$ cat config.mk
export PLATFORM = sky130hd
export DESIGN_NAME = debug_lock_auth_regs
export DESIGN_NICKNAME = d
export VERILOG_FILES = /design/src/shared/dbg_lock_pkg.sv /design/src/rtl/debug_lock_auth_regs.sv /design/src/rtl/pin_sync3.sv
export SDC_FILE = /design/constraint.sdc
export NUM_CORES = 1
export LEC_CHECK = 0
export BUFFER_PORTS_ARGS = -buffer_cell sky130_fd_sc_hd__buf_2
export CORE_MARGIN = 1
export CORE_UTILIZATION = 30
export CTS_CLUSTER_SIZE = 20
export DETAILED_ROUTE_END_ITERATION = 8
export MAX_ROUTING_LAYER = met4
export PLACE_DENSITY_LB_ADDON = 0.25
export SLEW_MARGIN = 30
export SYNTH_ARGS = -nofsm -noshare
export SYNTH_HDL_FRONTEND = slang
export SYNTH_HIERARCHICAL = 1
export SYNTH_SLANG_ARGS = --single-unit
$ cat constraint.sdc
create_clock -name clk_sys -period 1.4 [get_ports clk_sys]
set_clock_uncertainty 0.1 [all_clocks]
set_input_delay 0.14 -clock clk_sys [delete_from_list [all_inputs] [get_ports clk_sys]]
set_output_delay 0.14 -clock clk_sys [all_outputs]
set_load 0.02 [all_outputs]
$ cat src/shared/dbg_lock_pkg.sv
// Purpose: constants and carrier types for the debug lock and identification registers
// Assumes: 32-bit register bus with 12-bit word-aligned byte addresses
// Notes: register offsets in this block are fixed here and used by the design only by name

// ==========================================================================
// package
package dbg_lock_pkg;

  // ========================================================================
  // bus geometry
  localparam int ADDR_W = 12;
  localparam int DATA_W = 32;
  localparam int STRB_W = 4;
  localparam logic [STRB_W-1:0] STRB_FULL = 4'hF;

  // ========================================================================
  // register offsets (byte addresses)
  localparam logic [ADDR_W-1:0] OFS_LOCK_ACCESS_KEY = 12'hFB0;
  localparam logic [ADDR_W-1:0] OFS_LOCK_STATE_REPORT = 12'hFB4;
  localparam logic [ADDR_W-1:0] OFS_DEBUG_PERMISSION_REPORT = 12'hFB8;
  localparam logic [ADDR_W-1:0] OFS_DEBUG_COMPONENT_KIND = 12'hFCC;

  // ========================================================================
  // lock access key
  localparam logic [DATA_W-1:0] UNLOCK_KEY = 32'hC5ACCE55;
  localparam logic [DATA_W-1:0] KEY_RESET = 32'h00000000;
  localparam logic LOCKED_RESET = 1'h1;

  // ========================================================================
  // lock state report fields
  localparam int LSR_IMPL_BIT = 0;
  localparam int LSR_LOCKED_BIT = 1;
  localparam int LSR_WIDTH_BIT = 2;
  localparam logic LSR_IMPL_VAL = 1'h1;
  localparam logic LSR_WIDTH_VAL = 1'h0;

  // ========================================================================
  // debug permission report fields
  localparam int AUTH_NS_INV_EN = 0;
  localparam int AUTH_NS_INV_IMPL = 1;
  localparam int AUTH_NS_NONINV_EN = 2;
  localparam int AUTH_NS_NONINV_IMPL = 3;
  localparam int AUTH_S_INV_EN = 4;
  localparam int AUTH_S_INV_IMPL = 5;
  localparam int AUTH_S_NONINV_EN = 6;
  localparam int AUTH_S_NONINV_IMPL = 7;
  localparam logic AUTH_IMPL_VAL = 1'h1;

  // ========================================================================
  // debug component kind fields
  localparam int KIND_SUB_LSB = 4;
  localparam int KIND_CLASS_LSB = 0;
  localparam logic [3:0] KIND_SUB_CORE = 4'h1;
  localparam logic [3:0] KIND_CLASS_DEBUG = 4'h5;

  // ========================================================================
  // carriers
  typedef struct packed {
    logic sel;
    logic enable;
    logic write;
    logic [ADDR_W-1:0] addr;
    logic [DATA_W-1:0] wdata;
    logic [STRB_W-1:0] strb;
  } apb_req_t;

  typedef struct packed {
    logic invasive;
    logic noninvasive;
    logic secure_invasive;
    logic secure_noninvasive;
  } debug_enables_t;

endpackage

$ cat src/rtl/debug_lock_auth_regs.sv
// Purpose: software lock, lock status, permission report and component kind of the debug unit
// Assumes: register port with zero wait states; debug reset drives rst; block sits in the debug power domain
// Notes: protected register writes of the wider debug unit are gated by prot_wr_grant
//
// Operation
// - a full 32-bit write of the unlock key to the lock access register clears the lock.
// - writing any other value to the lock access register sets the lock.
// - while locked, writes to the protected debug registers are ignored.
// - the lock access register resets to zero, which is not the key.
// - lock status bit 2 reads zero, bit 0 reads one, bits 31 to 3 are reserved.
// - lock status bit 1 shows the lock, 0 meaning writes allowed and 1 meaning writes ignored.
// - the lock is set by debug reset.
// - reading lock status with the top address bit set returns zero.
// - the lock state lives in the debug power domain and survives core power-down.
// - permission bit 7 reads one, bit 6 is (inv or noninv) and (sec inv or sec noninv), bits 31 to 8 read zero.
// - permission bit 5 reads one, bit 4 is inv and sec inv.
// - permission bits 3 and 1 read one, bit 2 is inv or noninv, bit 0 is inv.
// - component kind holds sub type in bits 7 to 4 and main class in bits 3 to 0, upper bits reserved.
// - component kind reads sub type 1 and main class 5, upper bits zero.

`timescale 1ns/100ps

// ==========================================================================
// top
module debug_lock_auth_regs (
  // clock and debug reset
  input wire logic clk_sys,
  input wire logic rst,
  // debug register port
  input wire dbg_lock_pkg::apb_req_t bus_req,
  input wire logic debug_addr_bit_top,
  output logic [dbg_lock_pkg::DATA_W-1:0] prdata,
  output logic pready,
  output logic pslverr,
  // permission pins
  input wire logic invasive_enable_in,
  input wire logic noninvasive_enable_in,
  input wire logic secure_invasive_enable_in,
  input wire logic secure_noninvasive_enable_in,
  // protected register write gate
  input wire logic prot_wr_req,
  output logic prot_wr_grant,
  output logic lock_active
);

  // ========================================================================
  // decode
  logic setup_phase;
  logic access_phase;
  logic hit_key;
  logic hit_lsr;
  logic hit_auth;
  logic hit_kind;
  logic key_write;
  logic full_key;

  assign setup_phase = bus_req.sel && !bus_req.enable;
  assign access_phase = bus_req.sel && bus_req.enable;
  assign hit_key = (bus_req.addr == dbg_lock_pkg::OFS_LOCK_ACCESS_KEY);
  assign hit_lsr = (bus_req.addr == dbg_lock_pkg::OFS_LOCK_STATE_REPORT);
  assign hit_auth = (bus_req.addr == dbg_lock_pkg::OFS_DEBUG_PERMISSION_REPORT);
  assign hit_kind = (bus_req.addr == dbg_lock_pkg::OFS_DEBUG_COMPONENT_KIND);
  // writes from the top-address-bit path have no defined effect, so they are dropped
  assign key_write = access_phase && bus_req.write && hit_key && !debug_addr_bit_top;
  assign full_key = (bus_req.wdata == dbg_lock_pkg::UNLOCK_KEY) && (bus_req.strb == dbg_lock_pkg::STRB_FULL);

  // ========================================================================
  // permission pins
  dbg_lock_pkg::debug_enables_t en_raw;
  dbg_lock_pkg::debug_enables_t en_sync;

  assign en_raw = '{invasive: invasive_enable_in, noninvasive: noninvasive_enable_in,
                    secure_invasive: secure_invasive_enable_in, secure_noninvasive: secure_noninvasive_enable_in};

  pin_sync3 #(
    .WIDTH($bits(dbg_lock_pkg::debug_enables_t))
  ) u_pin_sync (
    .clk_sys(clk_sys),
    .rst(rst),
    .async_in(en_raw),
    .sync_out(en_sync)
  );

  // ========================================================================
  // lock state
  logic [dbg_lock_pkg::DATA_W-1:0] key_r;
  logic locked_r;

  // debug reset only; core power-down never reaches these flops
  always_ff @(posedge clk_sys) begin
    if (rst) begin
      key_r <= dbg_lock_pkg::KEY_RESET;
    end else if (key_write) begin
      key_r <= bus_req.wdata;
    end
  end

  always_ff @(posedge clk_sys) begin
    if (rst) begin
      locked_r <= dbg_lock_pkg::LOCKED_RESET;
    end else if (key_write) begin
      locked_r <= !full_key;
    end
  end

  assign lock_active = locked_r;
  assign prot_wr_grant = prot_wr_req && !locked_r;

  // ========================================================================
  // read values
  logic [dbg_lock_pkg::DATA_W-1:0] lsr_val;
  logic [dbg_lock_pkg::DATA_W-1:0] auth_val;
  logic [dbg_lock_pkg::DATA_W-1:0] kind_val;

  always_comb begin
    lsr_val = '0;
    lsr_val[dbg_lock_pkg::LSR_IMPL_BIT] = dbg_lock_pkg::LSR_IMPL_VAL;
    lsr_val[dbg_lock_pkg::LSR_WIDTH_BIT] = dbg_lock_pkg::LSR_WIDTH_VAL;
    lsr_val[dbg_lock_pkg::LSR_LOCKED_BIT] = locked_r;
  end

  always_comb begin
    auth_val = '0;
    auth_val[dbg_lock_pkg::AUTH_S_NONINV_IMPL] = dbg_lock_pkg::AUTH_IMPL_VAL;
    auth_val[dbg_lock_pkg::AUTH_S_NONINV_EN] = (en_sync.invasive || en_sync.noninvasive)
      && (en_sync.secure_invasive || en_sync.secure_noninvasive);
    auth_val[dbg_lock_pkg::AUTH_S_INV_IMPL] = dbg_lock_pkg::AUTH_IMPL_VAL;
    auth_val[dbg_lock_pkg::AUTH_S_INV_EN] = en_sync.invasive && en_sync.secure_invasive;
    auth_val[dbg_lock_pkg::AUTH_NS_NONINV_IMPL] = dbg_lock_pkg::AUTH_IMPL_VAL;
    auth_val[dbg_lock_pkg::AUTH_NS_NONINV_EN] = en_sync.invasive || en_sync.noninvasive;
    auth_val[dbg_lock_pkg::AUTH_NS_INV_IMPL] = dbg_lock_pkg::AUTH_IMPL_VAL;
    auth_val[dbg_lock_pkg::AUTH_NS_INV_EN] = en_sync.invasive;
  end

  always_comb begin
    kind_val = '0;
    kind_val[dbg_lock_pkg::KIND_SUB_LSB +: 4] = dbg_lock_pkg::KIND_SUB_CORE;
    kind_val[dbg_lock_pkg::KIND_CLASS_LSB +: 4] = dbg_lock_pkg::KIND_CLASS_DEBUG;
  end

  // ========================================================================
  // read data, captured in the setup phase so it comes from a flop
  always_ff @(posedge clk_sys) begin
    if (rst) begin
      prdata <= '0;
    end else if (setup_phase) begin
      if (bus_req.write) begin
        prdata <= '0;
      end else if (hit_lsr) begin
        prdata <= debug_addr_bit_top ? '0 : lsr_val;
      end else if (hit_auth) begin
        prdata <= auth_val;
      end else if (hit_kind) begin
        prdata <= kind_val;
      end else begin
        prdata <= '0;
      end
    end
  end

  // zero wait states; unmapped and write-only reads answer zero without error
  assign pready = 1'h1;
  assign pslverr = 1'h0;

  logic rd_lsr;
  logic rd_lsr_top;
  logic rd_auth;
  logic rd_kind;
  assign rd_lsr = setup_phase && !bus_req.write && hit_lsr && !debug_addr_bit_top;
  assign rd_lsr_top = setup_phase && !bus_req.write && hit_lsr && debug_addr_bit_top;
  assign rd_auth = setup_phase && !bus_req.write && hit_auth;
  assign rd_kind = setup_phase && !bus_req.write && hit_kind;
endmodule // debug_lock_auth_regs

$ cat src/rtl/pin_sync3.sv
// Purpose: three-stage synchroniser for asynchronous level inputs
// Assumes: inputs are slow levels from pins
// Notes: a change is taken once stages two and three agree

`timescale 1ns/100ps

// ==========================================================================
// synchroniser
module pin_sync3 #(
  parameter int WIDTH = 4
) (
  // clock and reset
  input wire logic clk_sys,
  input wire logic rst,
  // levels
  input wire logic [WIDTH-1:0] async_in,
  output logic [WIDTH-1:0] sync_out
);

  logic [WIDTH-1:0] stage1_r;
  logic [WIDTH-1:0] stage2_r;
  logic [WIDTH-1:0] stage3_r;

  // stage one is read only by stage two, so metastability cannot leak
  always_ff @(posedge clk_sys) begin
    if (rst) begin
      stage1_r <= '0;
      stage2_r <= '0;
      stage3_r <= '0;
    end else begin
      stage1_r <= async_in;
      stage2_r <= stage1_r;
      stage3_r <= stage2_r;
    end
  end

  // hold the last agreed value while the two late stages differ
  always_ff @(posedge clk_sys) begin
    if (rst) begin
      sync_out <= '0;
    end else begin
      sync_out <= ((stage2_r ~^ stage3_r) & stage3_r) | ((stage2_r ^ stage3_r) & sync_out);
    end
  end

endmodule // pin_sync3

Word-level counts from Yosys, hierarchy flattened. Index checks and enable logic that the tools add are counted.

Equal/unequal tests: 6. Mux-type cells: 5. Bitwise logic cells: 5. Reductions and logical operators: 15.

Operators with widths (count): 12-bit == test, second input constant (4); 32-bit == test, second input constant (1); 8-bit 2-to-1 mux (3); 1-bit logical AND (9); 4-bit bitwise AND (2); 5-bit 2-to-1 mux (1); 4-bit == test, second input constant (1); 1-bit logical NOT (4); 4-bit bitwise OR (1); 4-bit XNOR (1); 4-bit bitwise XOR (1); 1-bit logical OR (2); 2-bit 2-to-1 mux (1).

Flip-flop bits (word level): 49. Bits of input ports: 59.

Depth between registers and ports, before layout.
Word-level depth: 5. Mapped depth: 4. Mapped depth without buffers: 4.

Hierarchy. The synthesis kept the hierarchy.

By module, submodules not included: debug_lock_auth_regs (instances 1, cells each 93, area each 699.4 sq um, seq. area each 140.1 sq um); pin_sync3 (instances 1, cells each 41, area each 521.8 sq um, seq. area each 320.3 sq um).

Worst setup path before layout. Ideal clock, no wire load.

Kind: in2reg. Start: in bus_req[0] (netlist name). End: reg locked_r, in the netlist lock_active. Setup time: 128 ps. Data arrival time: 999 ps. Required time: 1172 ps. Path slack: 172 ps. Stages on the path: 4. Path buffers: 0. Cell sequence: nand4_1 > or4_1 > nor4_1 > mux2i_1.

Word-level cells in the longest chain between the ends: 3.

RTL lines: start: declaration (line debug_lock_auth_regs.sv:30) `input wire dbg_lock_pkg::apb_req_t bus_req,`; 4-bit == test (line debug_lock_auth_regs.sv:65) `assign full_key = (bus_req.wdata == dbg_lock_pkg::UNLOCK_KEY) && (bus_req.strb == dbg_lock_pkg::STRB_FULL);`; 1-bit logical AND (line debug_lock_auth_regs.sv:65); 1-bit logical NOT (line debug_lock_auth_regs.sv:102) `locked_r <= !full_key;`; end signal: assignment (line debug_lock_auth_regs.sv:100) `locked_r <= dbg_lock_pkg::LOCKED_RESET;`; end signal: assignment (line debug_lock_auth_regs.sv:102); end: declaration (line debug_lock_auth_regs.sv:87) `logic locked_r;`.

Every way passes these cells. A chain may end at the register's enable or synchronous reset.

Worst setup path in the final report. Ends and elaborated chain as after synthesis.

==> reports/results.txt <==
Status: finished clean
Placer Congestion: 0.718
Max-cap violations: 0
Largest net degree at the start of global routing: 15
Top cells by area, synth: dfxtp_1, buf_4, and2b_2
Row Count: 22
Die Area: 0.00433 mm²
Sequential-to-total area share from yosys stat: 37.7%
Tcrit/Tclk final: 80.4%
Static Leak: 0.811 nW
Number of diodes: 0
Sequential cell area: 460 µm²
Post-Layout Cell Count: 256
Simple-gate share of the synthesized area: 29.6%
Yosys warning total: 6
Final hold violation count: 0
Post-Synthesis Cells: 134
Fin Setup TNS: 0 ps
Core ar.: 0.00377 mm²
Initial DRC count: 48
Fillers: 393
Vias in the first global route: 901
Hold buffers post-CTS: 4
Chip height: 65.8 µm
Port bufs: 68
Share of async-settable or async-resettable flops after synthesis: 0%
Critical path data arrival time: 1170 ps
Area of the multi-input gates: 626 µm²
Layout cell share with drive strength beyond 1: 42.3%
Setup violators final: 0
Initial Util: 32.4%
Grt total ovfl: 0
I/O pin total: 95
Largest family of logic cells by synthesized area: simple AND/OR/NAND/NOR gates
Top-area cell type share of the netlist area: 37.7%
Peak VDD IR: 0.000532 V
RSZ-0062 raised after global routing: no
Vias per cell: 4.11
WP data required: 1440 ps
Setup CP Type: in2reg
H-tree levels: 1
Die W: 65.8 µm
DRC viols: 0
Placed cells: 248
CTS max path bufs: 2
Dpl hpwl: 2080 µm
Highest clock rate: 889 MHz
Final worst path period need: 1130 ps
Clock transition at the registers of the reported paths: 80 ps
Routed vias: 1051
Final slew viol count: 0
Multiplexer share of the synthesized area: 0.820%
Average footprint of a synthesized cell: 9.11 µm²
CTS tree: done
Clk sinks: 23
Nets: 272
Total Wirelength: 2510 µm
Post-CTS Setup Bufs: 0
Post-cts resize count: 0
Compound-Gate Fraction of Synth Area: 8.71%
Worst setup EP type: flop
Wire per inst: 9.80 µm
Seq cells post-synth: 23
Clk Latency, worst-skew pair: 260 ps
Power Density: 808 mW/mm²
Worst-path fanout max: 1
Hold crit path type: in2reg
Synth Cell Area: 0.00122 mm²
Synth Area in Adders: 4.10%
Post-synthesis xor/xnor area fraction: 0%
TritonRoute pass-1 iters: 4
Area leader, netlist: dfxtp_1
CP Launch Type: input port
Clock root cell: clkbuf_8
First-pass GRT wire length: 3670 µm
Yosys cell types: 33
Total track usage: 11.3%
Post-synth EDFFs: 0
Initial antenna violation count: 0
Top FF cell, synth: dfxtp_1
Total CTS buffers: 3
Final ANT Viol Nets: 0
P&R area growth vs syn: 31.1%
[synthesized netlist by cell type, types with 2 or more instances]
master     n
nor2b_2    6
nor2_1    10
buf_4     28
and3_1     2
ha_1       4
dfxtp_1   23
conb_1     2
nand2b_1   2
nor4bb_1   4
and2b_2    6
nor2b_1    3
nand2_1    9
a21oi_1    6
and4b_1    2
nand4_1    4
o21ai_0    6
[metrics by stage]
stage | setup slack, ps | cell area [µm²] | total power (W) | util (%) | hold WS (ps)
finish | 275 | 1600 | 0.00129 | 42.5 | 124
CTS | 259 | 1600 | 0.00131 | 42.5 | 117
global placement | 15.9 | 1510 | 0.000896 | 40.1 | 249
floorplan | 172 | 1310 | 0.000856 | - | 169
detailed placement | 10.4 | 1510 | 0.000897 | 40.1 | 253
global route | 146 | 1600 | 0.00137 | 42.5 | 140
[state kept, by name, indices dropped and copies added, names as in the netlist]
signal,cells
u_pin_sync/stage2_r,4
u_pin_sync/stage3_r,4
u_pin_sync/stage1_r,4
u_pin_sync/sync_out,4
lock_active,1
prdata,6
[path summary, 6_finish.rpt]
check	start	endpoint	slack [ps]	cells after the start
worst max-delay path	bus_req[0]	lock_active$_SDFFE_PP1P_	270	5
worst min-delay path	bus_req[42]	prdata[5]$_SDFFE_PP0P_	120	4
worst max register to register	u_pin_sync/sync_out[3]$_SDFF_PP0_	prdata[0]$_SDFFE_PP0P_	410	3
worst min register to register	u_pin_sync/stage1_r[0]$_SDFF_PP0_	u_pin_sync/stage2_r[0]$_SDFF_PP0_	340	1
[where the power goes]
group | switching (W) | total [W] | leakage, nW | internal, W
clock | 0.000202 | 0.000403 | 0.0217 | 0.000201
sequential | 0.00000431 | 0.000672 | 0.187 | 0.000668
combinational | 0.000119 | 0.000219 | 0.602 | 0.000100
total | 0.000325 | 0.00129 | 0.811 | 0.000969
[critical path: stages]
cell and delay [ps]:
buf_2 80, nand4_1 80, or4_1 470, nor4_1 290
mux2i_1 110
[kinds of logic (layout without fill, tap and decap cells)]
group	Yosys count	count (layout)
AND/OR/NAND/NOR	56	56
buffers and inverters	30	80
flip-flops	23	23
AO/OA/AOI/OAI	18	18
adder cells (fa/ha/maj)	4	4
other	2	26
multiplexers	1	1
[cell type report]
class,count,area share (%)
repair buffers,75,25.2
clock buffers,3,2.58
inverters,1,0.234
well taps,48,3.75
clock inverters,1,0.469
multi-input cells,105,39.1
flip-flops and latches,23,28.7
[layout by cell type (no fill, tap or decap), types with 3 or more instances in the layout]
cell	Yosys	routed
a21oi_1	6	6
and2b_2	6	6
buf_2	0	68
buf_4	28	3
clkbuf_8	0	3
conb_1	2	26
dfxtp_1	23	23
dlygate4sd3_1	0	4
ha_1	4	4
nand2_1	9	9
nand4_1	4	4
nor2_1	10	10
nor2b_1	3	3
nor2b_2	6	6
nor4bb_1	4	4
o21ai_0	6	6
[per-layer routing]
layer  routed length [µm]  vias up  GRT usage, %
met1                 1070      443          13.0
met5                    0        -             -
met3                  180        2          3.10
met4                   27        0          5.43
li1                     -      558             -
met2                 1230       48          18.2
No activity file was read; power rests on OpenSTA's default activity.
